## src/hw/cgr_pkg.sv

```systemverilog
// Package of constants for the clock generator configuration register bank.
// Operation
// - Byte 2 holds one read-write edge-rate bit per differential output, 0 slow and 1 fast, all resetting to 1.
// - Byte 3 bits 7:6 select the reference edge rate from 0.9 to 1.8 V/ns and reset to 01.
// - Byte 3 bit 5 keeps the reference running in power down (reset 0) and bit 4 enables it (reset 1).
// - Byte 5 is read-only with a fixed revision code in bits 7:4 and a fixed maker code in bits 3:0.
// - Byte 6 is read-only with a fixed type code in bits 7:6 and a fixed device code in bits 5:0.
// - Byte 7 bits 4:0 set the block read length, reset to 8, and bits 7:5 are reserved.
// - A block read after a repeated start returns the length first and then the data bytes.
package cgr_pkg;

  // Register indices on the serial bus.
  localparam logic [7:0] IDX_OUT_ENABLE = 8'h00;
  localparam logic [7:0] IDX_SPREAD     = 8'h01;
  localparam logic [7:0] IDX_EDGE_RATE  = 8'h02;
  localparam logic [7:0] IDX_REF_CTRL   = 8'h03;
  localparam logic [7:0] IDX_RESERVED   = 8'h04;
  localparam logic [7:0] IDX_REV_MAKER  = 8'h05;
  localparam logic [7:0] IDX_TYPE_DEV   = 8'h06;
  localparam logic [7:0] IDX_RD_LENGTH  = 8'h07;

  // Field positions inside the reference control byte.
  localparam int REF_RATE_HI = 7;
  localparam int REF_RATE_LO = 6;
  localparam int REF_KEEP_PD = 5;
  localparam int REF_ENABLE  = 4;

  // Reset values.
  localparam logic [7:0] EDGE_RATE_RST   = 8'hff;
  localparam logic [1:0] REF_RATE_RST    = 2'h1;
  localparam logic       REF_KEEP_PD_RST = 1'b0;
  localparam logic       REF_ENABLE_RST  = 1'b1;
  localparam logic [4:0] RD_LENGTH_RST   = 5'h08;

  // Reserved bits 3:0 of the reference control byte read as ones.
  localparam logic [3:0] REF_RSVD_VALUE  = 4'hf;

  // Serial frame: eight data bits, then the acknowledge slot.
  localparam logic [3:0] BITS_PER_BYTE   = 4'h8;
  localparam logic [3:0] ACK_SLOT        = 4'h9;

  // Default seven-bit slave address; the value is arbitrary.
  localparam logic [6:0] SLAVE_ADDR_DEF  = 7'h5b;

  // Transfer states, Gray coded along the usual path.
  typedef enum logic [2:0] {
    ST_IDLE   = 3'b000,
    ST_ADDR   = 3'b001,
    ST_INDEX  = 3'b011,
    ST_COUNT  = 3'b010,
    ST_WDATA  = 3'b110,
    ST_READ   = 3'b111,
    ST_IGNORE = 3'b101
  } cgr_state_t;

endpackage : cgr_pkg

```

## src/hw/cgr_line_edge.sv

```systemverilog
// Registered copy of one bus line with rise and fall pulses.
`timescale 1ns/10ps
module cgr_line_edge (
  input  wire logic mclk,
  input  wire logic rst,
  input  wire logic line_in,
  output logic      level,
  output logic      rise,
  output logic      fall
);

  logic prev;

  // Idle bus lines are pulled high, so both stages reset to one.
  always_ff @(posedge mclk or posedge rst) begin
    if (rst) begin
      level <= 1'b1;
      prev  <= 1'b1;
    end else begin
      level <= line_in;
      prev  <= level;
    end
  end

  assign rise = level & ~prev;
  assign fall = ~level & prev;

endmodule : cgr_line_edge

```

## src/hw/cgr_regs.sv

```systemverilog
// Serial-bus slave holding the upper configuration registers of the clock generator.
`timescale 1ns/10ps
module cgr_regs #(
  parameter logic [6:0] SLAVE_ADDR    = cgr_pkg::SLAVE_ADDR_DEF,
  parameter logic [3:0] REVISION_CODE = 4'h3, // Arbitrary value.
  parameter logic [3:0] MAKER_CODE    = 4'h6, // Arbitrary value.
  parameter logic [1:0] TYPE_CODE     = 2'h2, // Arbitrary value.
  parameter logic [5:0] DEVICE_CODE   = 6'h15 // Arbitrary value.
) (
  input  wire logic       mclk,
  input  wire logic       rst,
  input  wire logic       scl_in,
  input  wire logic       sda_in,
  output logic            sda_out,
  output logic            sda_oe,
  output logic [7:0]      output_edge_rate_select,
  output logic [1:0]      ref_edge_rate,
  output logic            keep_reference_in_power_down,
  output logic            ref_out_enable,
  output logic [4:0]      block_read_length
);

  logic                scl_level;
  logic                scl_rise;
  logic                scl_fall;
  logic                sda_level;
  logic                sda_rise;
  logic                sda_fall;
  logic                start_seen;
  logic                stop_seen;
  cgr_pkg::cgr_state_t state;
  logic [3:0]          bit_cnt;
  logic [7:0]          rx_shift;
  logic [7:0]          tx_shift;
  logic [7:0]          index;
  logic [7:0]          bytes_left;
  logic                host_ack;
  logic                send_length;
  logic [7:0]          rd_data;
  logic                wr_strobe;

  // Both bus lines pass through the same edge finder.
  cgr_line_edge u_scl (
    .mclk    (mclk),
    .rst     (rst),
    .line_in (scl_in),
    .level   (scl_level),
    .rise    (scl_rise),
    .fall    (scl_fall)
  );

  cgr_line_edge u_sda (
    .mclk    (mclk),
    .rst     (rst),
    .line_in (sda_in),
    .level   (sda_level),
    .rise    (sda_rise),
    .fall    (sda_fall)
  );

  // A data edge while the clock is high frames a transfer.
  assign start_seen = sda_fall & scl_level;
  assign stop_seen  = sda_rise & scl_level;

  // A data byte lands in a register at the end of its eighth bit.
  assign wr_strobe = scl_fall && (bit_cnt == cgr_pkg::BITS_PER_BYTE) &&
                     (state == cgr_pkg::ST_WDATA) && (bytes_left != 8'h00);

  // Read multiplexer; unmapped indices and the reserved byte read zero.
  always_comb begin
    rd_data = 8'h00;
    if (index == cgr_pkg::IDX_EDGE_RATE) begin
      rd_data = output_edge_rate_select;
    end else if (index == cgr_pkg::IDX_REF_CTRL) begin
      rd_data = {ref_edge_rate, keep_reference_in_power_down,
                 ref_out_enable, cgr_pkg::REF_RSVD_VALUE};
    end else if (index == cgr_pkg::IDX_REV_MAKER) begin
      rd_data = {REVISION_CODE, MAKER_CODE};
    end else if (index == cgr_pkg::IDX_TYPE_DEV) begin
      rd_data = {TYPE_CODE, DEVICE_CODE};
    end else if (index == cgr_pkg::IDX_RD_LENGTH) begin
      rd_data = {3'h0, block_read_length};
    end
  end

  // Bit counter and receive shifter follow the clock edges of the frame.
  always_ff @(posedge mclk or posedge rst) begin
    if (rst) begin
      bit_cnt  <= 4'h0;
      rx_shift <= 8'h00;
      host_ack <= 1'b0;
    end else if (start_seen || stop_seen) begin
      bit_cnt <= 4'h0;
    end else if (scl_rise) begin
      if (bit_cnt < cgr_pkg::BITS_PER_BYTE) begin
        rx_shift <= {rx_shift[6:0], sda_level};
      end else begin
        host_ack <= ~sda_level; // Low in the ninth slot means acknowledge.
      end
      bit_cnt <= bit_cnt + 4'h1;
    end else if (scl_fall && bit_cnt == cgr_pkg::ACK_SLOT) begin
      bit_cnt <= 4'h0;
    end
  end

  // Transfer sequencing, index and remaining byte count.
  always_ff @(posedge mclk or posedge rst) begin
    if (rst) begin
      state       <= cgr_pkg::ST_IDLE;
      index       <= 8'h00;
      bytes_left  <= 8'h00;
      send_length <= 1'b0;
    end else if (start_seen) begin
      state <= cgr_pkg::ST_ADDR; // A repeated start keeps the index.
    end else if (stop_seen) begin
      state <= cgr_pkg::ST_IDLE;
    end else if (scl_fall && bit_cnt == cgr_pkg::BITS_PER_BYTE) begin
      case (state)
        cgr_pkg::ST_ADDR: begin
          if (rx_shift[7:1] != SLAVE_ADDR) begin
            state <= cgr_pkg::ST_IGNORE;
          end else if (rx_shift[0]) begin
            state       <= cgr_pkg::ST_READ;
            send_length <= 1'b1;
          end else begin
            state <= cgr_pkg::ST_INDEX;
          end
        end
        cgr_pkg::ST_INDEX: begin
          index <= rx_shift;
          state <= cgr_pkg::ST_COUNT;
        end
        cgr_pkg::ST_COUNT: begin
          bytes_left <= rx_shift;
          state      <= cgr_pkg::ST_WDATA;
        end
        cgr_pkg::ST_WDATA: begin
          if (bytes_left != 8'h00) begin
            index      <= index + 8'h01;
            bytes_left <= bytes_left - 8'h01;
          end
        end
        default: begin
        end
      endcase
    end else if (scl_fall && bit_cnt == cgr_pkg::ACK_SLOT &&
                 state == cgr_pkg::ST_READ) begin
      // Length goes out first, then data while the host keeps acknowledging.
      if (send_length) begin
        send_length <= 1'b0;
        bytes_left  <= {3'h0, block_read_length};
      end else if (host_ack && bytes_left != 8'h00) begin
        index      <= index + 8'h01;
        bytes_left <= bytes_left - 8'h01;
      end else begin
        state <= cgr_pkg::ST_IGNORE; // Not acknowledged or run out.
      end
    end
  end

  // Open-drain data drive: low only, released at every frame boundary.
  always_ff @(posedge mclk or posedge rst) begin
    if (rst) begin
      sda_oe   <= 1'b0;
      tx_shift <= 8'h00;
    end else if (start_seen || stop_seen) begin
      sda_oe <= 1'b0;
    end else if (scl_fall) begin
      if (bit_cnt == cgr_pkg::BITS_PER_BYTE) begin
        // Every byte addressed to us is acknowledged, even ignored ones.
        sda_oe <= (state == cgr_pkg::ST_ADDR) ?
                  (rx_shift[7:1] == SLAVE_ADDR) :
                  (state == cgr_pkg::ST_INDEX || state == cgr_pkg::ST_COUNT ||
                   state == cgr_pkg::ST_WDATA);
      end else if (bit_cnt == cgr_pkg::ACK_SLOT) begin
        if (state == cgr_pkg::ST_READ && send_length) begin
          // The length byte is {000, length}, so its first bit pulls low.
          tx_shift <= {2'h0, block_read_length, 1'b0};
          sda_oe   <= 1'b1;
        end else if (state == cgr_pkg::ST_READ && host_ack &&
                     bytes_left != 8'h00) begin
          tx_shift <= {rd_data[6:0], 1'b0};
          sda_oe   <= ~rd_data[7];
        end else begin
          sda_oe <= 1'b0;
        end
      end else if (state == cgr_pkg::ST_READ && bit_cnt != 4'h0) begin
        // Shift the next bit out while the clock is low.
        sda_oe   <= ~tx_shift[7];
        tx_shift <= {tx_shift[6:0], 1'b0};
      end
    end
  end

  // The data line is never driven high; it is pulled up outside.
  always_ff @(posedge mclk or posedge rst) begin
    if (rst) begin
      sda_out <= 1'b0;
    end else begin
      sda_out <= 1'b0;
    end
  end

  // Output edge-rate selects, one bit per differential output.
  always_ff @(posedge mclk or posedge rst) begin
    if (rst) begin
      output_edge_rate_select <= cgr_pkg::EDGE_RATE_RST;
    end else if (wr_strobe && index == cgr_pkg::IDX_EDGE_RATE) begin
      output_edge_rate_select <= rx_shift;
    end
  end

  // Reference output controls; reserved low nibble is not stored.
  always_ff @(posedge mclk or posedge rst) begin
    if (rst) begin
      ref_edge_rate                <= cgr_pkg::REF_RATE_RST;
      keep_reference_in_power_down <= cgr_pkg::REF_KEEP_PD_RST;
      ref_out_enable               <= cgr_pkg::REF_ENABLE_RST;
    end else if (wr_strobe && index == cgr_pkg::IDX_REF_CTRL) begin
      ref_edge_rate <= rx_shift[cgr_pkg::REF_RATE_HI:cgr_pkg::REF_RATE_LO];
      keep_reference_in_power_down <= rx_shift[cgr_pkg::REF_KEEP_PD];
      ref_out_enable <= rx_shift[cgr_pkg::REF_ENABLE];
    end
  end

  // Block read length; upper reserved bits are dropped on write.
  always_ff @(posedge mclk or posedge rst) begin
    if (rst) begin
      block_read_length <= cgr_pkg::RD_LENGTH_RST;
    end else if (wr_strobe && index == cgr_pkg::IDX_RD_LENGTH) begin
      block_read_length <= rx_shift[4:0];
    end
  end

endmodule : cgr_regs

```

## config.mk

```make
export PLATFORM = sky130hd
export DESIGN_NAME = cgr_regs
export DESIGN_NICKNAME = d
export VERILOG_FILES = /design/src/hw/cgr_pkg.sv /design/src/hw/cgr_line_edge.sv /design/src/hw/cgr_regs.sv
export SDC_FILE = /design/constraint.sdc
export NUM_CORES = 1
export LEC_CHECK = 0
export BUFFER_PORTS_ARGS = -buffer_cell sky130_fd_sc_hd__buf_2
export CORE_ASPECT_RATIO = 1.25
export CORE_MARGIN = 5
export CORE_UTILIZATION = 55
export DETAILED_ROUTE_END_ITERATION = 10
export PLACE_DENSITY = 0.76
export SETUP_SLACK_MARGIN = 0.2
export SYNTH_ARGS = -nofsm -noshare
export SYNTH_HDL_FRONTEND = slang
export SYNTH_SLANG_ARGS = --single-unit
```

## constraint.sdc

```tcl
create_clock -name mclk -period 2 [get_ports mclk]
set_input_delay 0.2 -clock mclk [delete_from_list [all_inputs] [get_ports mclk]]
set_output_delay 0.2 -clock mclk [all_outputs]
set_load 0.1 [all_outputs]
```

==> run_results.csv, run 1 <==
group,metric,value,unit
outcome,status,"finished with violations",
outcome,violations,"negative setup slack",
yosys,synthArstFlopShare,100,%
sta,final.setup.tns,-1.47,ns
yosys,synth-seq-area-share,44.2,%
grt,grt_use_met1,33.2,%
layout,area_delta_synth_final,33.4,%
layout,fillers,426,
setup_path,endpoint_kind,"register",
layout,antenna_cells,0,
routing,drt_iter0_drc,322,
setup_path,cp-start-kind,"register",
grt,gr-total-overflow,0,
grt,grt_max_degree,41,
floorplanning,die_h,99.8,um
routing,avgRoutedWirePerCell,18.9,um
grt,grt_usage,26.6,%
routing,viasPerCell,6.19,
routing,finalWirelength,10400,um
setup_path,path_max_fanout,7,
placed_design,dp.cells,521,
sta,period_share,106,%
cts,clockBufferDepth,2,
layout,fin_cells,549,
floorplanning,start_util,56.9,%
sta,tightest_slew,0.517,ns
floorplanning,dieArea,8170,sq um
sta,max_freq,474,MHz
yosys,syn-cell-area,3550,sq um
setup_path,worstSetupPathType,"reg -> reg",
sta,setup_ws,-0.110,ns
routing,vias,3397,
power_and_ir_drop,p_leak,2.17,nW
cts,h-tree-depth,3,
yosys,synth_edf_count,0,
grt,grt_first_pass_wirelength,16400,um
routing,antenna_left,0,
setup_path,arrival,2.36,ns
cts,cts_buffers,9,
power_and_ir_drop,combPwrFrac,14.3,%
layout,postLayoutCellArea,4740,sq um
sta,slew_viol_final,0,
placed_design,dpl.hpwl,7000,um
sta,hold_viol_final,0,
yosys,synth_ff_type,"dfrtp_1",
grt,globalRouteMet2Util,42.4,%
placed_design,gp_congestion,0.898,
sta,max-slew-margin-rel,65.5,%
setup_path,required,2.25,ns
power_and_ir_drop,p_int,2.26,mW
power_and_ir_drop,seq_power_share,46.1,%
job,maxCapViolCount,0,
yosys,synthCells,376,
layout,fin_nets,471,
yosys,synth_cell_types,60,
yosys,syn_area_per_cell,9.44,sq um
power_and_ir_drop,irDropWorstVdd,0.506,mV
floorplanning,core_area,6250,sq um
routing,drcViolationCount,0,
cts,tritoncts,"built",
yosys,synthTopCellsByArea,"dfrtp_1 33%, dfstp_2 11%, mux2_2 7.6%, o21ai_0 3.9%, a21oi_1 3.7%",
placed_design,io_buffers,21,
sta,clock_skew,0.00664,ns
cts,clockRootBuffer,"clkbuf_8",
grt,busiest_layer,"met2",
floorplanning,rows,32,
grt,use_met3,5.21,%
floorplanning,die_x,81.9,um
yosys,synth_seq_cells,62,
yosys,synth_top_area_share,33.1,%
sta,rsz0062_at_grt,"true",
sta,fin_crit,2.11,ns
worst_hold_path,hp-class,"reg -> reg",
cts,cts_sinks,62,
routing,drt_pass1_iterations,6,
power_and_ir_drop,power,3.12,mW
power_and_ir_drop,p_switching,0.855,mW
power_and_ir_drop,switching_share,27.4,%
sta,setup_viol,29,
floorplanning,ios,23,
cts,path_clk_slew,0.07,ns
power_and_ir_drop,power_density,658,nW/um^2
yosys,syn_nets,388,
grt,first_global_vias,3290,
power_and_ir_drop,clkPwrFrac,39.6,%
yosys,ys_warn_count,0,
placed_design,place_area,4160,sq um
yosys,synth.largest_area_cell,"dfrtp_1",
layout,drive_gt1_share,37.9,%
cts,insertion_delay,0.35,ns
grt,antenna_found_initial,0,
==> cell type report <==
type | instances | area (sq um) | area share (%)
inverter | 19 | 71.3 | 1.51
tap | 85 | 106 | 2.24
clock inverter | 4 | 70.1 | 1.48
sequential | 62 | 1570 | 33.2
multi-input combinational | 277 | 2060 | 43.5
timing repair buffer | 90 | 712 | 15.0
clock buffer | 12 | 145 | 3.06
==> synthesized netlist by cell type (4+ instances only) <==
master,number
a21oi_1,26
nor2b_1,8
nand3_1,14
or3_1,4
dfstp_2,15
ha_1,8
nor3_1,8
dfrtp_1,47
a31oi_1,5
clkbuf_1,13
o211ai_1,8
nand2_1,24
and3_1,7
inv_1,19
nand4_1,5
nor2_1,29
nand2b_1,7
a21o_1,4
mux2_2,24
o22ai_1,5
buf_2,4
o21ai_0,28
==> cells by family after synthesis <==
group                      Yosys count  synth area share, %
muxes                               28                 8.84
and+or+nand+nor                    127                 19.0
AOI/OAI and AO/OA                  108                 19.6
xor gates and xnor gates             4                0.987
buffers and inverters               38                 4.48
DFF                                 62                 44.2
other                                1                0.106
adders and majority gates            8                 2.82
==> worst paths after layout <==
path	from	end	slack [ns]	cells after the start
worst min register to register	u_sda.level	u_sda.prev	0.39	0
worst min-delay path	u_sda.level	u_sda.prev	0.39	0
max in group asynchronous	rst	output_edge_rate_select[2]	0.93	4
worst max register to register	bytes_left[0]	bytes_left[3]	-0.11	6
worst max-delay path	bytes_left[0]	bytes_left[3]	-0.11	6
min in group asynchronous	rst	sda_oe	0.42	3
==> placed cells by master (no fill, tap or decap), types with 6 or more instances in the layout <==
| master | count |
|---|---|
| nor3_1 | 6 |
| and3_1 | 6 |
| o211ai_1 | 8 |
| inv_1 | 16 |
| clkbuf_8 | 10 |
| buf_2 | 21 |
| nand2_1 | 21 |
| nand3_1 | 13 |
| buf_4 | 58 |
| nor2b_1 | 8 |
| dfrtp_1 | 46 |
| mux2_4 | 14 |
| dfstp_2 | 15 |
| nand2b_1 | 7 |
| o21ai_0 | 19 |
| ha_1 | 7 |
| nor2_1 | 24 |
| mux2_2 | 11 |
| o21ai_1 | 9 |
| a21oi_1 | 26 |
==> metrics by stage <==
step / utilization, % / setup WS (ns) / hold slack (ns)
after floorplan: - / -0.100 / 0.204
after global routing: 75.9 / -0.169 / 0.403
after global placement: 66.5 / -0.0638 / 0.258
final: 75.9 / -0.110 / 0.395
after detailed placement: 66.5 / -0.126 / 0.271
after CTS: 73.3 / -0.0881 / 0.397
==> flip-flops by register name (all words and copies together) (netlist names) <==
signal / cells
host_ack: 1
bit_cnt: 4
index: 8
tx_shift: 7
block_read_length: 5
u_scl.prev: 1
sda_oe: 1
ref_out_enable: 1
u_sda.prev: 1
u_scl.level: 1
keep_reference_in_power_down: 1
ref_edge_rate: 2
u_sda.level: 1
bytes_left: 8
state: 3
rx_shift: 8
output_edge_rate_select: 8
send_length: 1
==> what timing repair did <==
item	4_1_cts	5_1_grt
endpoints found under the setup margin	41	47
cloned	2	0
buffers inserted	5	2
resized for setup	25	33
hold buffers	3	0
hold endpoints to repair	21	0
pin swaps	5	8
==> per-layer routing <==
metal | up-vias | share of wire, %
met5 | - | 0
met1 | 1639 | 40
met2 | 164 | 50
li1 | 1554 | -
met4 | 0 | 4.1
met3 | 40 | 6.4
==> power by group through the flow <==
stage	Clock, mW	Sequential (mW)	Combinational (mW)
3_5_place_dp	0	1.45	0.424
3_3_place_gp	0	1.45	0.416
6_report	1.24	1.44	0.445
2_1_floorplan	0	1.44	0.196
5_1_grt	1.29	1.44	0.482
4_1_cts	1.24	1.43	0.435
==> worst max-delay path, cell delays in order (launching register included) <==
cell     delay [ns]
dfrtp_1        0.39
inv_2          0.07
ha_1           0.14
or4b_4         0.50
or3_4          0.35
a32o_2         0.32
a32o_1         0.24
(Power assumes the default switching activity.)
==> inputs of run 2 (changes only) <==
- CORE_MARGIN: 5 -> 10
==> run 2 against run 1 <==
The flow still finishes with violations (negative setup slack). Clock-buffer cell count stayed put. Final cell count rose by 0.91%. First-iteration DRC count did not move. Worst hold slack worse by 0.047 ns. Die area is 23% higher. Sequential share of layout area fell by 0.44 points. Cell area up 1.3%. Routed wire length increased by 5.4%. Register-to-register slack barely moved. Critical path type unchanged.
==> run_results.csv, run 2 (synthesis gave the netlist of run 1 again) <==
group,metric,value,unit
cts,clockRootBuffer,"clkbuf_8",
layout,regArea,1570,sq um
setup_path,crit_path_end,"bytes_left[3]",
sta,clock_skew,0.0170,ns
setup_path,worstSetupPathType,"reg -> reg",
setup_path,endpoint_kind,"register",
layout,final_common_cell,"buf_4",
outcome,violations,"negative setup slack",
setup_path,slowest_stage,"or4b_4",
routing,drcViolationCount,0,
routing,antenna_left,0,
sta,worst_hold_slack,0.348,ns
power_and_ir_drop,power_density,681,nW/um^2
sta,hold_viol_final,0,
setup_path,reg2reg_slack,-0.1,ns
floorplanning,dieArea,10100,sq um
grt,grt_first_pass_wirelength,17100,um
grt,antenna_found_initial,0,
floorplanning,die_h,110,um
cts,path_clk_slew,0.08,ns
cts,cts_buffers,9,
routing,drt_iter0_drc,322,
cts,tritoncts,"built",
layout,drive_gt1_share,41.6,%
grt,gr-total-overflow,0,
sta,setup_viol,16,
grt,grt_usage,21.4,%
routing,vias,3524,
setup_path,max_stage_delay,0.49,ns
setup_path,cp-start-kind,"register",
sta,slew_viol_final,0,
cts,cts_sinks,62,
setup_path,crit_start,"bytes_left[0]",
setup_path,reg2regPathDepth,6,
floorplanning,start_util,57.2,%
power_and_ir_drop,power,3.27,mW
setup_path,r2r-end,"bytes_left[3]",
power_and_ir_drop,p_leak,2.16,nW
sta,fin_crit,2.10,ns
layout,fin_nets,476,
routing,viasPerCell,6.36,
layout,area_delta_synth_final,35.2,%
layout,antenna_cells,0,
layout,multi_input_comb_area,2060,sq um
placed_design,post-place-ws,-0.112,ns
grt,first_global_vias,3504,
cts,insertion_delay,0.35,ns
cts,clockBufferDepth,2,
routing,avgRoutedWirePerCell,19.7,um
job,maxCapViolCount,0,
setup_path,required,2.23,ns
sta,max_freq,476,MHz
worst_hold_path,hp-class,"in -> async",
outcome,status,"finished with violations",
placed_design,io_buffers,21,
floorplanning,ios,23,
routing,drt_pass1_iterations,5,
floorplanning,rows,32,
setup_path,crit_path_cell_trace,"inv_2, ha_1, or4b_4, or3_4, a32o_2, a32o_1",
power_and_ir_drop,irDropWorstVdd,0.627,mV
cts,h-tree-depth,3,
layout,fillers,393,
placed_design,dpl.hpwl,7420,um
floorplanning,core_area,6210,sq um
layout,final_cell_mix,"57 x buf_4, 46 x dfrtp_1, 24 x mux2_2",
routing,finalWirelength,10900,um
sta,rsz0062_at_grt,"true",
grt,grt_max_degree,32,
sta,setup_ws,-0.0994,ns
placed_design,gp_congestion,0.962,
sta,period_share,105,%
setup_path,path_max_fanout,7,
floorplanning,die_x,91.9,um
setup_path,arrival,2.33,ns
setup_path,r2r_start,"bytes_left[0]",
## run 2: stage by stage
| stage | instances | TNS [ns] | util (%) | instance area, sq um |
|---|---|---|---|---|
| floorplan | 376 | -0.420 | - | 3600 |
| global placement | 525 | -0.512 | 67.4 | 4190 |
| detailed placement | 525 | -1.61 | 67.4 | 4190 |
| CTS | 547 | -0.607 | 74.6 | 4630 |
| global route | 554 | -2.77 | 77.4 | 4800 |
| finish | 554 | -0.866 | 77.4 | 4800 |
## run 2: power by group
part           switching (mW)  internal (mW)
registers               0.102           1.34
logic                   0.272          0.205
clock network           0.494          0.861
total                   0.868           2.40
## run 2: layout make-up
class	instances	share of cell area, %
inverter	19	1.49
clock inverter	4	1.98
tap	85	2.21
multi-input combinational	277	42.8
clock buffer	12	3.02
sequential	62	32.7
timing repair buffer	95	15.7
## run 2: worst max-delay path: cells and delay by family (launching register included)
family | cells | cell delay [ns]
AOI/OAI and AO/OA | 2 | 0.56
adders and majority gates | 1 | 0.12
buffers and inverters | 1 | 0.06
DFF | 1 | 0.39
and+or+nand+nor | 2 | 0.85
## run 2: worst min-delay path by stage
| stage | startpoint | end | slack, ns | cells past startpoint |
|---|---|---|---|---|
| 3_5_place_dp | rst | rx_shift[4] | 0.18 | 2 |
| 6_report | rst | index[4] | 0.35 | 3 |
| 4_1_cts | rst | rx_shift[5] | 0.35 | 3 |
| 5_1_grt | rst | rx_shift[5] | 0.39 | 3 |
| 2_1_floorplan | scl_in | u_scl.level | 0.20 | 0 |
| 3_3_place_gp | rst | rx_shift[5] | 0.17 | 2 |
## run 2: timing repair
action / CTS / global route
hold endpoints to repair: 12 / 0
resized for setup: 42 / 30
gates cloned: 1 / 1
setup endpoints to repair: 41 / 43
buffers inserted: 2 / 6
pin swaps: 16 / 10
hold buffers: 3 / 0
## run 2: routing by layer
| layer | vias up | part of all wire [%] | track usage, % |
|---|---|---|---|
| li1 | 1558 | - | - |
| met1 | 1676 | 37 | 23.5 |
| met2 | 226 | 49 | 37.0 |
| met3 | 64 | 8.6 | 4.16 |
| met4 | 0 | 5.8 | 14.6 |
| met5 | - | 0 | 0 |
==> inputs of run 3 (changes only) <==
- CORE_UTILIZATION: 55 -> 61
- PLACE_DENSITY: 0.76 -> 0.8
- clock period: 2 -> 2.4 ns (I/O delays scaled with it)
==> run 3 against run 2 <==
The run now ends clean. Sequential cell count unchanged. Combinational power decreased by 56%. Die area decreased by 7.9%. First-iteration DRC count increased by 0.93%. Via count decreased by 10%. Final cell count decreased by 13%. Largest power group unchanged. Highest routed layer unchanged.
==> run_results.csv, run 3 (synthesis gave the netlist of run 1 again) <==
group,metric,value,unit
sta,tightest_slew,0.603,ns
sta,clock_skew,0.0100,ns
grt,grt_max_degree,36,
routing,vias,3160,
placed_design,dpl.hpwl,6620,um
layout,final_cell_mix,"47 x dfrtp_1, 29 x nor2_1, 27 x o21ai_0",
power_and_ir_drop,p_leak,1.82,nW
layout,area_delta_synth_final,14.1,%
setup_path,required,2.64,ns
cts,tritoncts,"built",
setup_path,worstSetupPathType,"reg -> reg",
routing,drcViolationCount,0,
outcome,status,"finished clean",
grt,grt_first_pass_wirelength,15100,um
sta,period_share,89.5,%
sta,hold_viol_final,0,
floorplanning,dieArea,9290,sq um
setup_path,cp-start-kind,"register",
setup_path,arrival,2.39,ns
cts,cts_buffers,9,
cts,clockBufferDepth,2,
sta,max_freq,466,MHz
cts,h-tree-depth,3,
cts,path_clk_slew,0.07,ns
layout,final_common_cell,"dfrtp_1",
floorplanning,ios,23,
layout,fin_nets,425,
job,maxCapViolCount,0,
routing,finalWirelength,9300,um
floorplanning,start_util,61.9,%
worst_hold_path,hp-class,"reg -> reg",
routing,drt_iter0_drc,325,
sta,max-slew-margin-rel,59.7,%
sta,fin_crit,2.15,ns
cts,cts_sinks,62,
cts,clockRootBuffer,"clkbuf_8",
routing,viasPerCell,6.53,
power_and_ir_drop,power,2.27,mW
sta,rsz0062_at_grt,"false",
cts,post_cts_buffers,0,
power_and_ir_drop,irDropWorstVdd,0.335,mV
grt,gr-total-overflow,0,
floorplanning,core_area,5740,sq um
setup_path,endpoint_kind,"register",
layout,antenna_cells,0,
cts,insertion_delay,0.35,ns
placed_design,io_buffers,21,
layout,drive_gt1_share,26.1,%
routing,avgRoutedWirePerCell,19.2,um
setup_path,path_max_fanout,7,
grt,grt_usage,20.5,%
grt,antenna_found_initial,0,
floorplanning,die_h,105,um
sta,final.setup.tns,0,ns
grt,first_global_vias,2978,
floorplanning,die_x,88.2,um
sta,setup_viol,0,
placed_design,gp_congestion,0.906,
sta,slew_viol_final,0,
floorplanning,rows,31,
routing,drt_pass1_iterations,5,
power_and_ir_drop,power_density,561,nW/um^2
routing,antenna_left,0,
## run 3: cell types whose count changed in the layout (fill, tap and decap cells not counted), sizes merged
cell      delta
bufinv       -3
clkbuf       -1
clkinvlp     +1
buf         -50
clkinv       +2
## run 3: path summary, 6_finish.rpt
check | from | cells past startpoint | slack (ns) | to
hold / removal | u_sda.level | 0 | 0.40 | u_sda.prev
hold reg to reg | u_sda.level | 0 | 0.40 | u_sda.prev
setup / recovery | bytes_left[0] | 6 | 0.25 | bytes_left[4]
setup reg to reg | bytes_left[0] | 6 | 0.25 | bytes_left[4]
max in group asynchronous | rst | 4 | 1.24 | output_edge_rate_select[1]
min in group asynchronous | rst | 3 | 0.51 | block_read_length[4]
## run 3: worst max-delay path, cell delays in order (launching register included)
cell and delay, ns:
dfrtp_1 0.39, inv_2 0.10, ha_1 0.14, or4b_4 0.50
or3_4 0.36, a32o_2 0.34, a32o_1 0.23
## run 3: final cells by class
cell class,instances,area (sq um)
repair buffers,44,298
clock buffers,12,145
fillers,436,1690
clock inverters,4,22.5
multi-input cells,277,1860
flip-flops and latches,62,1570
well taps,66,82.6
inverters,19,71.3
## run 3: per-stage QoR
step | instances | setup WS (ns) | hold WS, ns | area [sq um] | util [%]
after floorplan | 376 | 0.257 | 0.244 | 3550 | -
after global placement | 464 | 0.257 | 0.341 | 3820 | 66.5
after detailed placement | 464 | 0.224 | 0.346 | 3820 | 66.5
after CTS | 483 | 0.222 | 0.400 | 4020 | 70.0
after global routing | 484 | 0.151 | 0.408 | 4050 | 70.6
final | 484 | 0.253 | 0.399 | 4050 | 70.6
## run 3: power by group
group | leakage, nW | switching, mW | total [mW] | internal, mW
logic | 0.942 | 0.112 | 0.211 | 0.0990
clock network | 0.0861 | 0.402 | 0.800 | 0.397
registers | 0.791 | 0.148 | 1.26 | 1.11
total | 1.82 | 0.663 | 2.27 | 1.61
## run 3: timing repair
action / 4_1_cts / 5_1_grt
endpoints found under the hold margin: 24 / 0
setup endpoints to repair: 0 / 37
hold buffers: 3 / 0
resized for setup: 0 / 10
## run 3: per-layer routing
| layer | wire (um) | global-route usage [%] | part of all wire, % | vias to the layer above |
|---|---|---|---|---|
| met2 | 4730 | 33.8 | 51 | 142 |
| li1 | - | - | - | 1457 |
| met3 | 574 | 4.01 | 6.2 | 37 |
| met1 | 3640 | 24.7 | 39 | 1524 |
| met4 | 346 | 10.3 | 3.7 | 0 |
| met5 | 0 | 0 | 0 | - |
